[src/cmd_decoder_map.svh]
`ifndef CMD_DECODER_MAP_SVH
`define CMD_DECODER_MAP_SVH
`define CMD_REG_ADDR        8'h7E
`define CMD_REG_RESET       8'h00
`define CMD_READ_VALUE      8'h00
`define CMD_SOFT_RESET      8'hB6
`define CMD_NVM_FIRST       8'h5D
`define CMD_NVM_READ        8'hA5
`define CMD_NVM_PROG        8'hA0
`endif

[src/cmd_decoder_pkg.sv]
`default_nettype none
package cmd_decoder_pkg;
	typedef logic [7:0] byte_t;
	typedef enum logic [1:0] {SEQ_IDLE, SEQ_ARMED} seq_e;
	typedef struct packed {
		seq_e  seq;
		logic  softReset;
		logic  nvmReadEn;
		logic  nvmProgEn;
		logic  ackSuppress;
		byte_t readData;
	} state_s;
endpackage
`default_nettype wire

[src/sensor_command_register_decoder.sv]
// Notes on behaviour
// - Command register always reads back zero.
// - Code B6 resets all user configuration.
// - Soft reset over I2C gets no acknowledge.
// - Code 5D arms memory access sequence.
// - 5D then A5 enables memory read.
// - 5D then A0 enables memory programming.
// - Wrong command mid-sequence returns to idle.
`include "cmd_decoder_map.svh"
`default_nettype none
module sensor_command_register_decoder (
	input  wire logic                   clk,
	input  wire logic                   sys_rst,
	input  wire logic                   regWrite,
	input  wire logic                   regRead,
	input  wire logic                   busIsI2c,
	input  wire logic [7:0]             regAddr,
	input  wire cmd_decoder_pkg::byte_t regWdata,
	output var  cmd_decoder_pkg::byte_t regRdata,
	output var  logic                   ackSuppress,
	output var  logic                   softReset,
	output var  logic                   nvmReadEn,
	output var  logic                   nvmProgEn
);
	import cmd_decoder_pkg::*;

	state_s stateReg;
	state_s stateNext;
	logic   cmdWrite;

	// ---------------------------------------------------------------
	// Decode helpers
	// ---------------------------------------------------------------
	// One command write of a given code; shared by several of the checks below
	function automatic logic cmdIs(input logic wrStrobe, input byte_t data, input byte_t code);
		return wrStrobe && (data == code);
	endfunction

	// The two codes that only mean something right after the arming code
	function automatic logic isClosingCode(input byte_t data);
		return (data == `CMD_NVM_READ) || (data == `CMD_NVM_PROG);
	endfunction

	// Every code that the decoder gives a meaning to
	function automatic logic isDefinedCode(input byte_t data);
		return (data == `CMD_SOFT_RESET) || (data == `CMD_NVM_FIRST) || isClosingCode(data);
	endfunction

	// ---------------------------------------------------------------
	// Command decode
	// ---------------------------------------------------------------
	// Write strobe comes from the serial slave on this same clock
	assign cmdWrite = regWrite && (regAddr == `CMD_REG_ADDR);

	// Next state; enables are pulses so the memory engine sees one event per command
	always_comb begin
		stateNext             = stateReg;
		stateNext.softReset   = 1'b0;
		stateNext.nvmReadEn   = 1'b0;
		stateNext.nvmProgEn   = 1'b0;
		stateNext.ackSuppress = 1'b0;
		stateNext.readData    = `CMD_READ_VALUE;
		if (cmdWrite) begin
			stateNext.seq = SEQ_IDLE;
			unique case (regWdata)
				`CMD_SOFT_RESET: begin
					stateNext.softReset   = 1'b1;
					stateNext.ackSuppress = busIsI2c;
				end
				`CMD_NVM_FIRST: begin
					stateNext.seq = SEQ_ARMED;
				end
				`CMD_NVM_READ: begin
					stateNext.nvmReadEn = (stateReg.seq == SEQ_ARMED);
				end
				`CMD_NVM_PROG: begin
					stateNext.nvmProgEn = (stateReg.seq == SEQ_ARMED);
				end
				default: begin
					stateNext.seq = SEQ_IDLE;
				end
			endcase
		end
		// Soft reset also clears the sequence on the following cycle
		if (stateReg.softReset) begin
			stateNext.seq = SEQ_IDLE;
		end
	end

	// ---------------------------------------------------------------
	// State register
	// ---------------------------------------------------------------
	always_ff @(posedge clk or posedge sys_rst) begin
		if (sys_rst) begin
			stateReg <= '{SEQ_IDLE, 1'b0, 1'b0, 1'b0, 1'b0, `CMD_REG_RESET};
		end else begin
			stateReg <= stateNext;
		end
	end

	assign regRdata    = stateReg.readData;
	assign ackSuppress = stateReg.ackSuppress;
	assign softReset   = stateReg.softReset;
	assign nvmReadEn   = stateReg.nvmReadEn;
	assign nvmProgEn   = stateReg.nvmProgEn;

	// ---------------------------------------------------------------
	// Checks
	// ---------------------------------------------------------------
	read_zero_a: assert property (@(posedge clk) disable iff (sys_rst) regRead |=> regRdata == 8'h00)
		else $error("command register read not zero");
	soft_reset_a: assert property (@(posedge clk) disable iff (sys_rst)
		cmdWrite && regWdata == 8'hB6 |=> softReset && !nvmReadEn && !nvmProgEn)
		else $error("soft reset not raised");
	no_ack_a: assert property (@(posedge clk) disable iff (sys_rst)
		cmdWrite && regWdata == 8'hB6 && busIsI2c |=> ackSuppress)
		else $error("acknowledge not suppressed");
	read_seq_a: assert property (@(posedge clk) disable iff (sys_rst)
		cmdWrite && regWdata == 8'h5D ##1 cmdWrite && regWdata == 8'hA5 |=> nvmReadEn)
		else $error("read enable missing after sequence");
	prog_seq_a: assert property (@(posedge clk) disable iff (sys_rst)
		cmdWrite && regWdata == 8'h5D ##1 (!cmdWrite)[*2] ##1 cmdWrite && regWdata == 8'hA0 |=> nvmProgEn)
		else $error("program enable missing after sequence");
	read_cause_a: assert property (@(posedge clk) disable iff (sys_rst)
		nvmReadEn |-> $past(regWdata) == 8'hA5 && $past(cmdWrite))
		else $error("read enable without command");
	abandon_a: assert property (@(posedge clk) disable iff (sys_rst)
		cmdWrite && regWdata != 8'h5D |=> stateReg.seq == SEQ_IDLE)
		else $error("sequence not abandoned");
	idle_code_a: assert property (@(posedge clk) disable iff (sys_rst)
		cmdWrite && regWdata == 8'h00 |=> !softReset && !nvmReadEn && !nvmProgEn && !ackSuppress)
		else $error("undefined code had an effect");

	// Read data never leaves zero, not only after a read strobe
	read_data_a: assert property (@(posedge clk) disable iff (sys_rst)
		regRdata == `CMD_READ_VALUE)
		else $error("read data left zero");

	// Soft reset is a single-cycle event for the configuration logic
	soft_pulse_a: assert property (@(posedge clk) disable iff (sys_rst)
		softReset |=> !softReset)
		else $error("soft reset stood too long");

	// Soft reset only follows a soft-reset command write
	soft_cause_a: assert property (@(posedge clk) disable iff (sys_rst)
		softReset |-> $past(cmdWrite) && $past(regWdata) == `CMD_SOFT_RESET)
		else $error("soft reset without command");

	// A soft reset leaves no half-entered sequence behind
	reset_disarm_a: assert property (@(posedge clk) disable iff (sys_rst)
		softReset |=> stateReg.seq == SEQ_IDLE)
		else $error("sequence survived soft reset");

	// Acknowledge is only withheld for the soft-reset byte itself
	ack_cause_a: assert property (@(posedge clk) disable iff (sys_rst)
		ackSuppress |-> softReset)
		else $error("acknowledge withheld without soft reset");

	// Other serial modes keep their normal handshake
	ack_spi_a: assert property (@(posedge clk) disable iff (sys_rst)
		cmdIs(cmdWrite, regWdata, `CMD_SOFT_RESET) && !busIsI2c |=> !ackSuppress)
		else $error("acknowledge withheld off the two-wire bus");

	// The withheld acknowledge covers one byte only
	ack_pulse_a: assert property (@(posedge clk) disable iff (sys_rst)
		ackSuppress |=> !ackSuppress)
		else $error("acknowledge withheld too long");

	// The arming code arms unless a soft reset is clearing the state
	arm_step_a: assert property (@(posedge clk) disable iff (sys_rst)
		cmdIs(cmdWrite, regWdata, `CMD_NVM_FIRST) && !stateReg.softReset |=> stateReg.seq == SEQ_ARMED)
		else $error("sequence not armed");

	// Idle cycles between the two steps keep the sequence armed
	arm_hold_a: assert property (@(posedge clk) disable iff (sys_rst)
		stateReg.seq == SEQ_ARMED && !cmdWrite && !stateReg.softReset |=> stateReg.seq == SEQ_ARMED)
		else $error("armed sequence lost while idle");

	// Read enable is one event per completed sequence
	read_pulse_a: assert property (@(posedge clk) disable iff (sys_rst)
		nvmReadEn |=> !nvmReadEn)
		else $error("read enable stood too long");

	// Read and programming never open together
	enable_excl_a: assert property (@(posedge clk) disable iff (sys_rst)
		!(nvmReadEn && nvmProgEn))
		else $error("read and program enabled together");

	// Programming enable is one event per completed sequence
	prog_pulse_a: assert property (@(posedge clk) disable iff (sys_rst)
		nvmProgEn |=> !nvmProgEn)
		else $error("program enable stood too long");

	// Programming enable only follows its closing code
	prog_cause_a: assert property (@(posedge clk) disable iff (sys_rst)
		nvmProgEn |-> $past(cmdWrite) && $past(regWdata) == `CMD_NVM_PROG)
		else $error("program enable without command");

	// A closing code without the arming step opens nothing
	unarmed_read_a: assert property (@(posedge clk) disable iff (sys_rst)
		cmdIs(cmdWrite, regWdata, `CMD_NVM_READ) && stateReg.seq == SEQ_IDLE |=> !nvmReadEn)
		else $error("read enabled without arming");

	unarmed_prog_a: assert property (@(posedge clk) disable iff (sys_rst)
		cmdIs(cmdWrite, regWdata, `CMD_NVM_PROG) && stateReg.seq == SEQ_IDLE |=> !nvmProgEn)
		else $error("program enabled without arming");

	// A finished sequence must be entered again from the start
	closing_idle_a: assert property (@(posedge clk) disable iff (sys_rst)
		cmdWrite && isClosingCode(regWdata) |=> stateReg.seq == SEQ_IDLE)
		else $error("sequence still armed after closing code");

	// Sequence state only ever holds its two legal codes
	seq_legal_a: assert property (@(posedge clk) disable iff (sys_rst)
		stateReg.seq inside {SEQ_IDLE, SEQ_ARMED})
		else $error("sequence state illegal");

	// Any code without a meaning raises no event at all
	undefined_code_a: assert property (@(posedge clk) disable iff (sys_rst)
		cmdWrite && !isDefinedCode(regWdata) |=> !softReset && !nvmReadEn && !nvmProgEn && !ackSuppress)
		else $error("undefined code raised an event");

	// Writes to other registers leave the sequence alone
	other_addr_a: assert property (@(posedge clk) disable iff (sys_rst)
		regWrite && regAddr != `CMD_REG_ADDR && !stateReg.softReset |=> $stable(stateReg.seq))
		else $error("other register write moved the sequence");
endmodule // sensor_command_register_decoder
`default_nettype wire

[config.mk]
export PLATFORM = sky130hd
export DESIGN_NAME = sensor_command_register_decoder
export DESIGN_NICKNAME = d
export VERILOG_FILES = /design/src/cmd_decoder_pkg.sv /design/src/sensor_command_register_decoder.sv
export VERILOG_INCLUDE_DIRS = /design/src
export SDC_FILE = /design/constraint.sdc
export NUM_CORES = 1
export LEC_CHECK = 0
export BUFFER_PORTS_ARGS = -buffer_cell sky130_fd_sc_hd__buf_2
export CAP_MARGIN = 15
export CORE_AREA = 2 2 39 41
export DETAILED_ROUTE_END_ITERATION = 10
export DIE_AREA = 0 0 41 43
export SKIP_CTS_REPAIR_TIMING = 1
export SYNTH_ARGS = -nofsm -noshare
export SYNTH_HDL_FRONTEND = slang
export SYNTH_SLANG_ARGS = --single-unit
[constraint.sdc]
create_clock -name clk -period 1.25 [get_ports clk]
set_clock_uncertainty 0.1 [all_clocks]
set_input_delay 0.25 -clock clk [delete_from_list [all_inputs] [get_ports clk]]
set_output_delay 0.25 -clock clk [all_outputs]
set_load 0.03 [all_outputs]
==> out/metrics.cfg, run 1 <==
[synthesis]
ys_seq_area_share_pct=38.3
synth.cell_area_um2=327
ys_ff_latch=5
synth_cell_types=18
async_flop_share_pct=100
yosysMostFrequentCell=buf_4
synth_area_leaders=dfrtp_1 38%, buf_4 18%, nor4bb_1 6.1%
yosys.area.top_type=dfrtp_1
syn_inst=36
synth_area_per_cell_um2=9.07
synth_top_area_share_pct=38.3
synth_commonest_cells=8 x buf_4, 5 x dfrtp_1, 3 x nand2_1
yosysWarnings=0
ys.flop_type=dfrtp_1
synth_edf_count=0

[grt]
grt_pass1_wl_um=1070
antenna_found_initial=0
gr-total-overflow=0
grt_pass1_vias=299
grt_usage_pct=9.15
grt_start_max_net_pins=6

[routing]
dr.pass1.iters=2
vias_per_cell=4.05
drt-initial-drc-count=1
drcViolationCount=0
postRouteAntennaNets=0
routed_wl_um=743
num_vias=316
wl_per_cell_um=9.53

[hold_path]
hp-start=busIsI2c
holdPathStages=3
min_to=ackSuppress$_DFF_PP0_
holdCritPathClass=primary input to register

[pwr]
p_per_area_mw_per_mm2=923
ir_drop_mv=0.235
p_leak_uw=0.000262

[die]
die_h_um=43
coreArea_mm2=0.00138
dieArea_mm2=0.00176
row_count=14
die_x_um=41
initial_core_util_pct=23.6
io_pins=33

[clock_tree]
worstSkewPairLatency_ps=240
clock_path_buffers=2
cts_tree=built
clk_pin_slew_ps=40
ctsRootBufferMaster=clkbuf_4
cts.sinks=5
cts_inserted_buffers=3
cts-htree-levels=1

[critical_path]
reg2reg_slack_ps=140
path_class=primary input to register
r2r_end=stateReg[12]$_DFFE_PP0P_
cp_max_fo=5
reg2reg_depth=3
required_ps=1290
critPathLaunchType=primary input
crit_arrival_ps=1270
r2r_start=softReset$_DFF_PP0_
end_kind=register

[flow_run]
drv_cap=0

[outcome]
status=completed

[sta]
setup_viol=0
hold_violations=0
fmax_ghz=0.814
slew_viol_final=0
fin_crit_ps=1230
final.period_utilization_pct=98.2

[final_layout]
drive_above_1_share_pct=45.2
areaGrowthSynthToFinish_pct=46.4
nFillCells=158
diodes=0
utilization_pct=34.5
final_area_um2=478
num-nets-final=84

[placed_design]
placed_cell_area_um2=423
gp_congestion=0.606
dpl.hpwl_um=634
port-buffer-count=23

==> area by class of cell <==
class	instances	area [um^2]	share of cell area, %
Timing Repair Buffer	24	131	27.5
Sequential cell	5	125	26.2
Multi-Input combinational cell	27	168	35.1
Tap cell	16	20.0	4.19
Clock buffer	4	26.3	5.50
Inverter	2	7.51	1.57
==> power by group <==
| group | internal [uW] | leakage (uW) | switching (uW) |
|---|---|---|---|
| sequential | 165 | 0.0000652 | 1.25 |
| clock | 121 | 0.0000150 | 65.5 |
| combinational | 33.8 | 0.000182 | 55.0 |
==> worst max-delay path, cell delays in order <==
cell and delay (ps):
buf_6 80, nand4b_1 150, or4_4 540, nor4_4 230
==> cells by family (layout without fill, tap and decap cells) <==
group | after synthesis | count (layout) | share of synthesized area, %
other cells | 1 | 8 | 1.15
simple gates | 18 | 18 | 35.3
mux | 1 | 1 | 3.07
flops | 5 | 5 | 38.3
buf+inv | 11 | 30 | 22.2
==> flip-flops by register name, summed over array words and instances (netlist names) <==
name / cells
ackSuppress: 1
stateReg: 1
softReset: 1
nvmReadEn: 1
nvmProgEn: 1
==> metal layers <==
layer	GRT usage, %	wire length (um)
met4	6.00	0
met5	0	0
met3	3.14	58
met1	7.42	254
met2	16.6	431
==> worst max-delay path by stage <==
stage	from	end	slack (ps)	cells past startpoint
after floorplan	regAddr[7]	nvmProgEn$_DFF_PP0_	-120	4
after detailed placement	regAddr[7]	nvmProgEn$_DFF_PP0_	-310	4
after CTS	regAddr[7]	nvmProgEn$_DFF_PP0_	-60	4
after global placement	regAddr[7]	nvmProgEn$_DFF_PP0_	-250	4
final	regAddr[7]	nvmProgEn$_DFF_PP0_	20	4
after global routing	regAddr[7]	nvmProgEn$_DFF_PP0_	-40	4
==> per-stage QoR <==
stage / TNS [ps] / hold slack (ps) / total power (uW) / std cells / worst slack (ps)
after detailed placement: -1190 / 56.2 / 252 / 73 / -311
after CTS: -67.8 / -201 / 441 / 77 / -61.0
final: 0 / 139 / 441 / 78 / 22.1
after global placement: -1050 / 51.6 / 250 / 73 / -250
after floorplan: -324 / -71.5 / 235 / 43 / -117
after global routing: -42.3 / 145 / 473 / 78 / -42.3
==> placed cells by master (no fill, tap or decap), drive strengths merged <==
cell / count
conb: 8
clkbuf: 4
nor3: 2
mux2i: 1
nand2b: 1
nand2: 3
nor3b: 1
buf: 23
or4: 1
inv: 2
nor2b: 1
nand4b: 1
nor2: 2
nor4: 1
nand3: 1
nand4: 2
nor4bb: 2
dfrtp: 5
dlygate4sd3: 1
Power figures use the tool's default switching activity.
==> run 2: changes to the inputs <==
Settings changed: SETUP_SLACK_MARGIN set to 0.15.
==> run 2 against run 1 <==
Non-clock buffer count stayed put. Via count is 3.5% higher. Critical path type unchanged. Total power is 0.42% higher. Worst hold slack worse by 18 ps. Critical path depth stayed put. Design area is 6.8% higher. Final cell count stayed put. Worst setup slack better by 27 ps. First-iteration DRC count stayed put. Highest routed layer is now met4. Critical endpoint unchanged. Combinational power is 2% higher.
==> out/metrics.cfg, run 2 (same netlist as run 1, synthesis figures left out) <==
[outcome]
status=completed

[clock_tree]
ctsRootBufferMaster=clkbuf_4
cts_inserted_buffers=3  ; unchanged
cts-htree-levels=1  ; unchanged
cts.sinks=5  ; unchanged
clk_pin_slew_ps=40  ; about the same
worstSkewPairLatency_ps=240  ; about the same
clock_path_buffers=2  ; unchanged
cts_tree=built

[critical_path]
crit_buf_inv=1  ; unchanged
crit_chain=buf_6, nand4b_1, or4_4, nor4_2
path_delay_family=simple AND/OR/NAND/NOR gates
path_class=primary input to register
cp_max_fo=5  ; unchanged
crit_arrival_ps=1250  ; -20 ps
critPathLaunchType=primary input
critPathSlowestCell=or4_4
slowest_delay_ps=540  ; about the same
end_kind=register
required_ps=1300  ; about the same

[sta]
final.period_utilization_pct=96.0  ; -2.2 points
setup_viol=0  ; unchanged
fin_hold_ws_ps=121  ; -17.7 ps
grt_setup_unrepaired=yes
slew_viol_final=0  ; unchanged
hold_violations=0  ; unchanged
fmax_ghz=0.833  ; +2.3%
fin_crit_ps=1200  ; -27.4 ps

[grt]
grt_start_max_net_pins=6  ; unchanged
grt_pass1_vias=294  ; -1.7%
grt_pass1_wl_um=1140  ; +6.5%
gr-total-overflow=0  ; unchanged
grt_usage_pct=10.2  ; +1.0 points
antenna_found_initial=0  ; unchanged

[pwr]
swShare_pct=27.4  ; -0.14 points
pwr-share-seq_pct=37.6  ; about the same
internal_power_uw=321  ; +0.61%
p_per_area_mw_per_mm2=868  ; -6.0%
ir_drop_mv=0.210  ; -11%
switching_power_uw=122  ; -0.10%
clkPwrFrac_pct=41.9  ; -0.3 points
p_leak_uw=0.000261  ; -0.52%
power_frac_comb_pct=20.5  ; +0.4 points

[final_layout]
final_cells=78  ; unchanged
areaGrowthSynthToFinish_pct=56.3
multi_input_area_um2=179  ; +6.7%
drive_above_1_share_pct=51.6  ; +6.5 points
num-nets-final=84  ; unchanged
final-seq-area_um2=125  ; unchanged
nFillCells=143  ; -9.5%
final_cell_mix=18 x buf_2, 8 x conb_1, 5 x dfrtp_1, 4 x buf_6
final_common_cell=buf_2
diodes=0  ; unchanged

[die]
die_h_um=43  ; unchanged
die_x_um=41  ; unchanged
io_pins=33  ; unchanged
coreArea_mm2=0.00138  ; unchanged
initial_core_util_pct=23.6  ; unchanged
dieArea_mm2=0.00176  ; unchanged
row_count=14  ; unchanged

[hold_path]
holdCritPathClass=primary input to register

[flow_run]
drv_cap=0  ; unchanged

[routing]
drt-initial-drc-count=1  ; unchanged
wl_per_cell_um=10.2  ; +7.0%
postRouteAntennaNets=0  ; unchanged
routed_wl_um=795  ; +7.0%
num_vias=327  ; +3.5%
vias_per_cell=4.19  ; +3.5%
drcViolationCount=0  ; unchanged
dr.pass1.iters=3  ; +1

[placed_design]
port-buffer-count=23  ; unchanged
dpl.hpwl_um=603  ; -4.8%
dp.cells=73  ; unchanged
gp_congestion=0.595  ; -1.9%

==> run 2: routing by layer <==
layer	vias to the layer above	routed length [um]	track usage (%)	part of all wire, %
met5	-	0	0	0
met4	0	10	12.0	1.3
met3	2	62	2.09	7.8
met2	13	470	15.6	59
met1	154	251	9.39	32
li1	158	-	-	-
==> run 2: cell type report <==
| type | count | area share [%] |
|---|---|---|
| clock buffer | 4 | 5.15 |
| inverter | 2 | 1.47 |
| multi-input combinational | 27 | 35.0 |
| sequential | 5 | 24.5 |
| tap | 16 | 3.92 |
| timing repair buffer | 24 | 29.9 |
==> run 2: power by group through the flow <==
stage	Sequential (uW)	Combinational [uW]	Clock [uW]
finish	167	90.6	186
CTS	167	82.1	197
floorplan	168	66.2	0
global route	167	98.0	208
detailed placement	169	81.7	0
global placement	169	81.2	0
==> run 2: final timing paths <==
kind / start / end / slack (ps) / depth (start not counted)
max reg2reg: softReset$_DFF_PP0_ / stateReg[12]$_DFFE_PP0P_ / 150 / 3
min reg2reg: stateReg[12]$_DFFE_PP0P_ / stateReg[12]$_DFFE_PP0P_ / 460 / 2
max in group asynchronous: sys_rst / nvmProgEn$_DFF_PP0_ / 530 / 3
min: regWdata[0] / nvmProgEn$_DFF_PP0_ / 120 / 2
max: regAddr[7] / nvmProgEn$_DFF_PP0_ / 50 / 4
min in group asynchronous: sys_rst / nvmReadEn$_DFF_PP0_ / 350 / 3
==> run 2: worst reg2reg max path, stage by stage (launching register included) <==
cell and delay [ps]:
dfrtp_1 410, nor4bb_2 280, nand4_1 110, mux2i_1 130
==> run 2: per-stage QoR <==
step / worst slack, ps / TNS (ps) / util [%] / total power [uW] / instance area (um^2)
floorplan: -117 / -324 / - / 235 / 353
global placement: -252 / -1050 / 30.6 / 250 / 423
detailed placement: -270 / -1160 / 30.6 / 251 / 423
CTS: -14.4 / -22.9 / 32.5 / 446 / 449
global route: 34.9 / 0 / 36.9 / 472 / 510
finish: 49.5 / 0 / 36.9 / 443 / 510
==> run 3: changes to the inputs <==
Clock period 1.25 ns to 1 ns, I/O delays scaled along.
==> run 3 against run 2 <==
The run now ends with negative setup slack left. Register-to-register slack got worse by 250 ps. First-iteration DRC count is 100% lower. Largest cell class is now buffers. Total power grew 29%. Critical path depth decreased by 2. Critical path type is now register to output port.
==> out/metrics.cfg, run 3 (same netlist as run 1, synthesis figures left out) <==
[clock_tree]
ctsRootBufferMaster=clkbuf_4
cts-htree-levels=1  ; unchanged
worstSkewPairLatency_ps=250  ; about the same
clk_pin_slew_ps=40  ; about the same
clock_path_buffers=2  ; unchanged
cts_inserted_buffers=3  ; unchanged
cts.sinks=5  ; unchanged
cts_tree=built

[hold_path]
holdCritPathClass=primary input to register

[sta]
grt_setup_unrepaired=yes
fin_crit_ps=1190
final.setup.worst_slack_ps=-193  ; -243 ps
fmax_ghz=0.838
finalSetupTns_ps=-826  ; -826 ps
final.period_utilization_pct=119
slew_viol_final=0  ; unchanged
setup_viol=9  ; +9
hold_violations=0  ; unchanged

[final_layout]
final_cell_mix=18 x buf_2, 8 x conb_1, 6 x buf_6, 5 x dfrtp_1
areaGrowthSynthToFinish_pct=65.1
utilization_pct=39.0  ; +2.1 points
diodes=0  ; unchanged
drive_above_1_share_pct=53.8  ; +2.2 points
final_area_um2=539  ; +5.6%
num-nets-final=87  ; +3.6%
nFillCells=147  ; +2.8%
final_common_cell=buf_2

[routing]
num_vias=336  ; +2.8%
routed_wl_um=782  ; -1.6%
wl_per_cell_um=9.65  ; -5.3%
drcViolationCount=0  ; unchanged
postRouteAntennaNets=0  ; unchanged
drt-initial-drc-count=0  ; -1
dr.pass1.iters=1  ; -2
vias_per_cell=4.15  ; -1.1%

[grt]
grt_usage_pct=9.56  ; -0.60 points
antenna_found_initial=0  ; unchanged
gr-total-overflow=0  ; unchanged
grt_pass1_vias=269  ; -8.5%
grt_pass1_wl_um=1010  ; -11%
grt_start_max_net_pins=6  ; unchanged

[critical_path]
crit_arrival_ps=890  ; -360 ps
critPathLaunchType=register
required_ps=700  ; -600 ps
critPathSlowestCell=dfrtp_1
path_class=register to output port
crit_chain=buf_6, buf_6
end_kind=output port
cp_max_fo=2  ; -3
slowest_delay_ps=400  ; -140 ps
critPathMostFrequentCell=buf_6
reg2reg_slack_ps=-100  ; -250 ps

[placed_design]
gp_congestion=0.597  ; +0.34%
placed_cell_area_um2=445  ; +5.3%
port-buffer-count=23  ; unchanged
dpl.hpwl_um=598  ; -0.86%
pre_cts_slack_ps=-481  ; -211 ps

[flow_run]
drv_cap=0  ; unchanged

[pwr]
swShare_pct=28.8  ; +1.4 points
pwr-share-seq_pct=36.5  ; -1.1 points
p_per_area_mw_per_mm2=1060  ; +22%
power_frac_comb_pct=20.7  ; +0.2 points
switching_power_uw=164  ; +35%
clkPwrFrac_pct=42.7  ; +0.8 points
ir_drop_mv=0.269  ; +28%
internal_power_uw=406  ; +26%
p_leak_uw=0.000277  ; +6.2%

[die]
die_h_um=43  ; unchanged
row_count=14  ; unchanged
coreArea_mm2=0.00138  ; unchanged
die_x_um=41  ; unchanged
io_pins=33  ; unchanged
initial_core_util_pct=23.6  ; unchanged
dieArea_mm2=0.00176  ; unchanged

[outcome]
violations=negative setup slack
status=finished, violations left

## run 3: cell types whose count changed in the layout (fill, tap and decap cells not counted), sizes merged
| cell | previous run | this run |
|---|---|---|
| buf | 23 | 26 |
## run 3: final cells by class
| class | count | area (um^2) | share of cell area (%) |
|---|---|---|---|
| clock buffer | 4 | 26.3 | 4.87 |
| inverter | 2 | 7.51 | 1.39 |
| multi-input combinational | 27 | 178 | 32.9 |
| sequential | 5 | 125 | 23.2 |
| tap | 16 | 20.0 | 3.71 |
| timing repair buffer | 27 | 183 | 33.9 |
## run 3: layer usage
| metal | global-route usage (%) | wire length [um] |
|---|---|---|
| met1 | 6.15 | 217 |
| met2 | 16.3 | 464 |
| met4 | 14.0 | 38 |
| met3 | 1.57 | 61 |
| met5 | 0 | 0 |
## run 3: path summary, 6_finish.rpt
check                           cells past startpoint                      from                  endpoint
worst max-delay path                                2       softReset$_DFF_PP0_                 softReset
worst min-delay path                                3                  busIsI2c     ackSuppress$_DFF_PP0_
max in group asynchronous                           3                   sys_rst       softReset$_DFF_PP0_
min in group asynchronous                           3                   sys_rst  stateReg[12]$_DFFE_PP0P_
worst min register to register                      2  stateReg[12]$_DFFE_PP0P_  stateReg[12]$_DFFE_PP0P_
worst max register to register                      3       softReset$_DFF_PP0_  stateReg[12]$_DFFE_PP0P_
## run 3: per-stage QoR
step | hold slack, ps | std cells | total power, uW
floorplan | -121 | 43 | 293
global placement | 1.94 | 76 | 319
detailed placement | 6.13 | 76 | 320
CTS | -264 | 80 | 573
global route | 107 | 81 | 593
finish | 88.9 | 81 | 570
## run 3: worst max-delay path, delay by kind of cell (launching register included)
family,cells,cell delay [ps]
buffers and inverters,2,250
DFF,1,400
## run 3: power by group through the flow
stage	clock network, uW	registers (uW)	logic, uW
finish	244	208	118
global route	257	208	128
CTS	256	208	109
detailed placement	0	211	108
global placement	0	211	108
floorplan	0	211	82.8
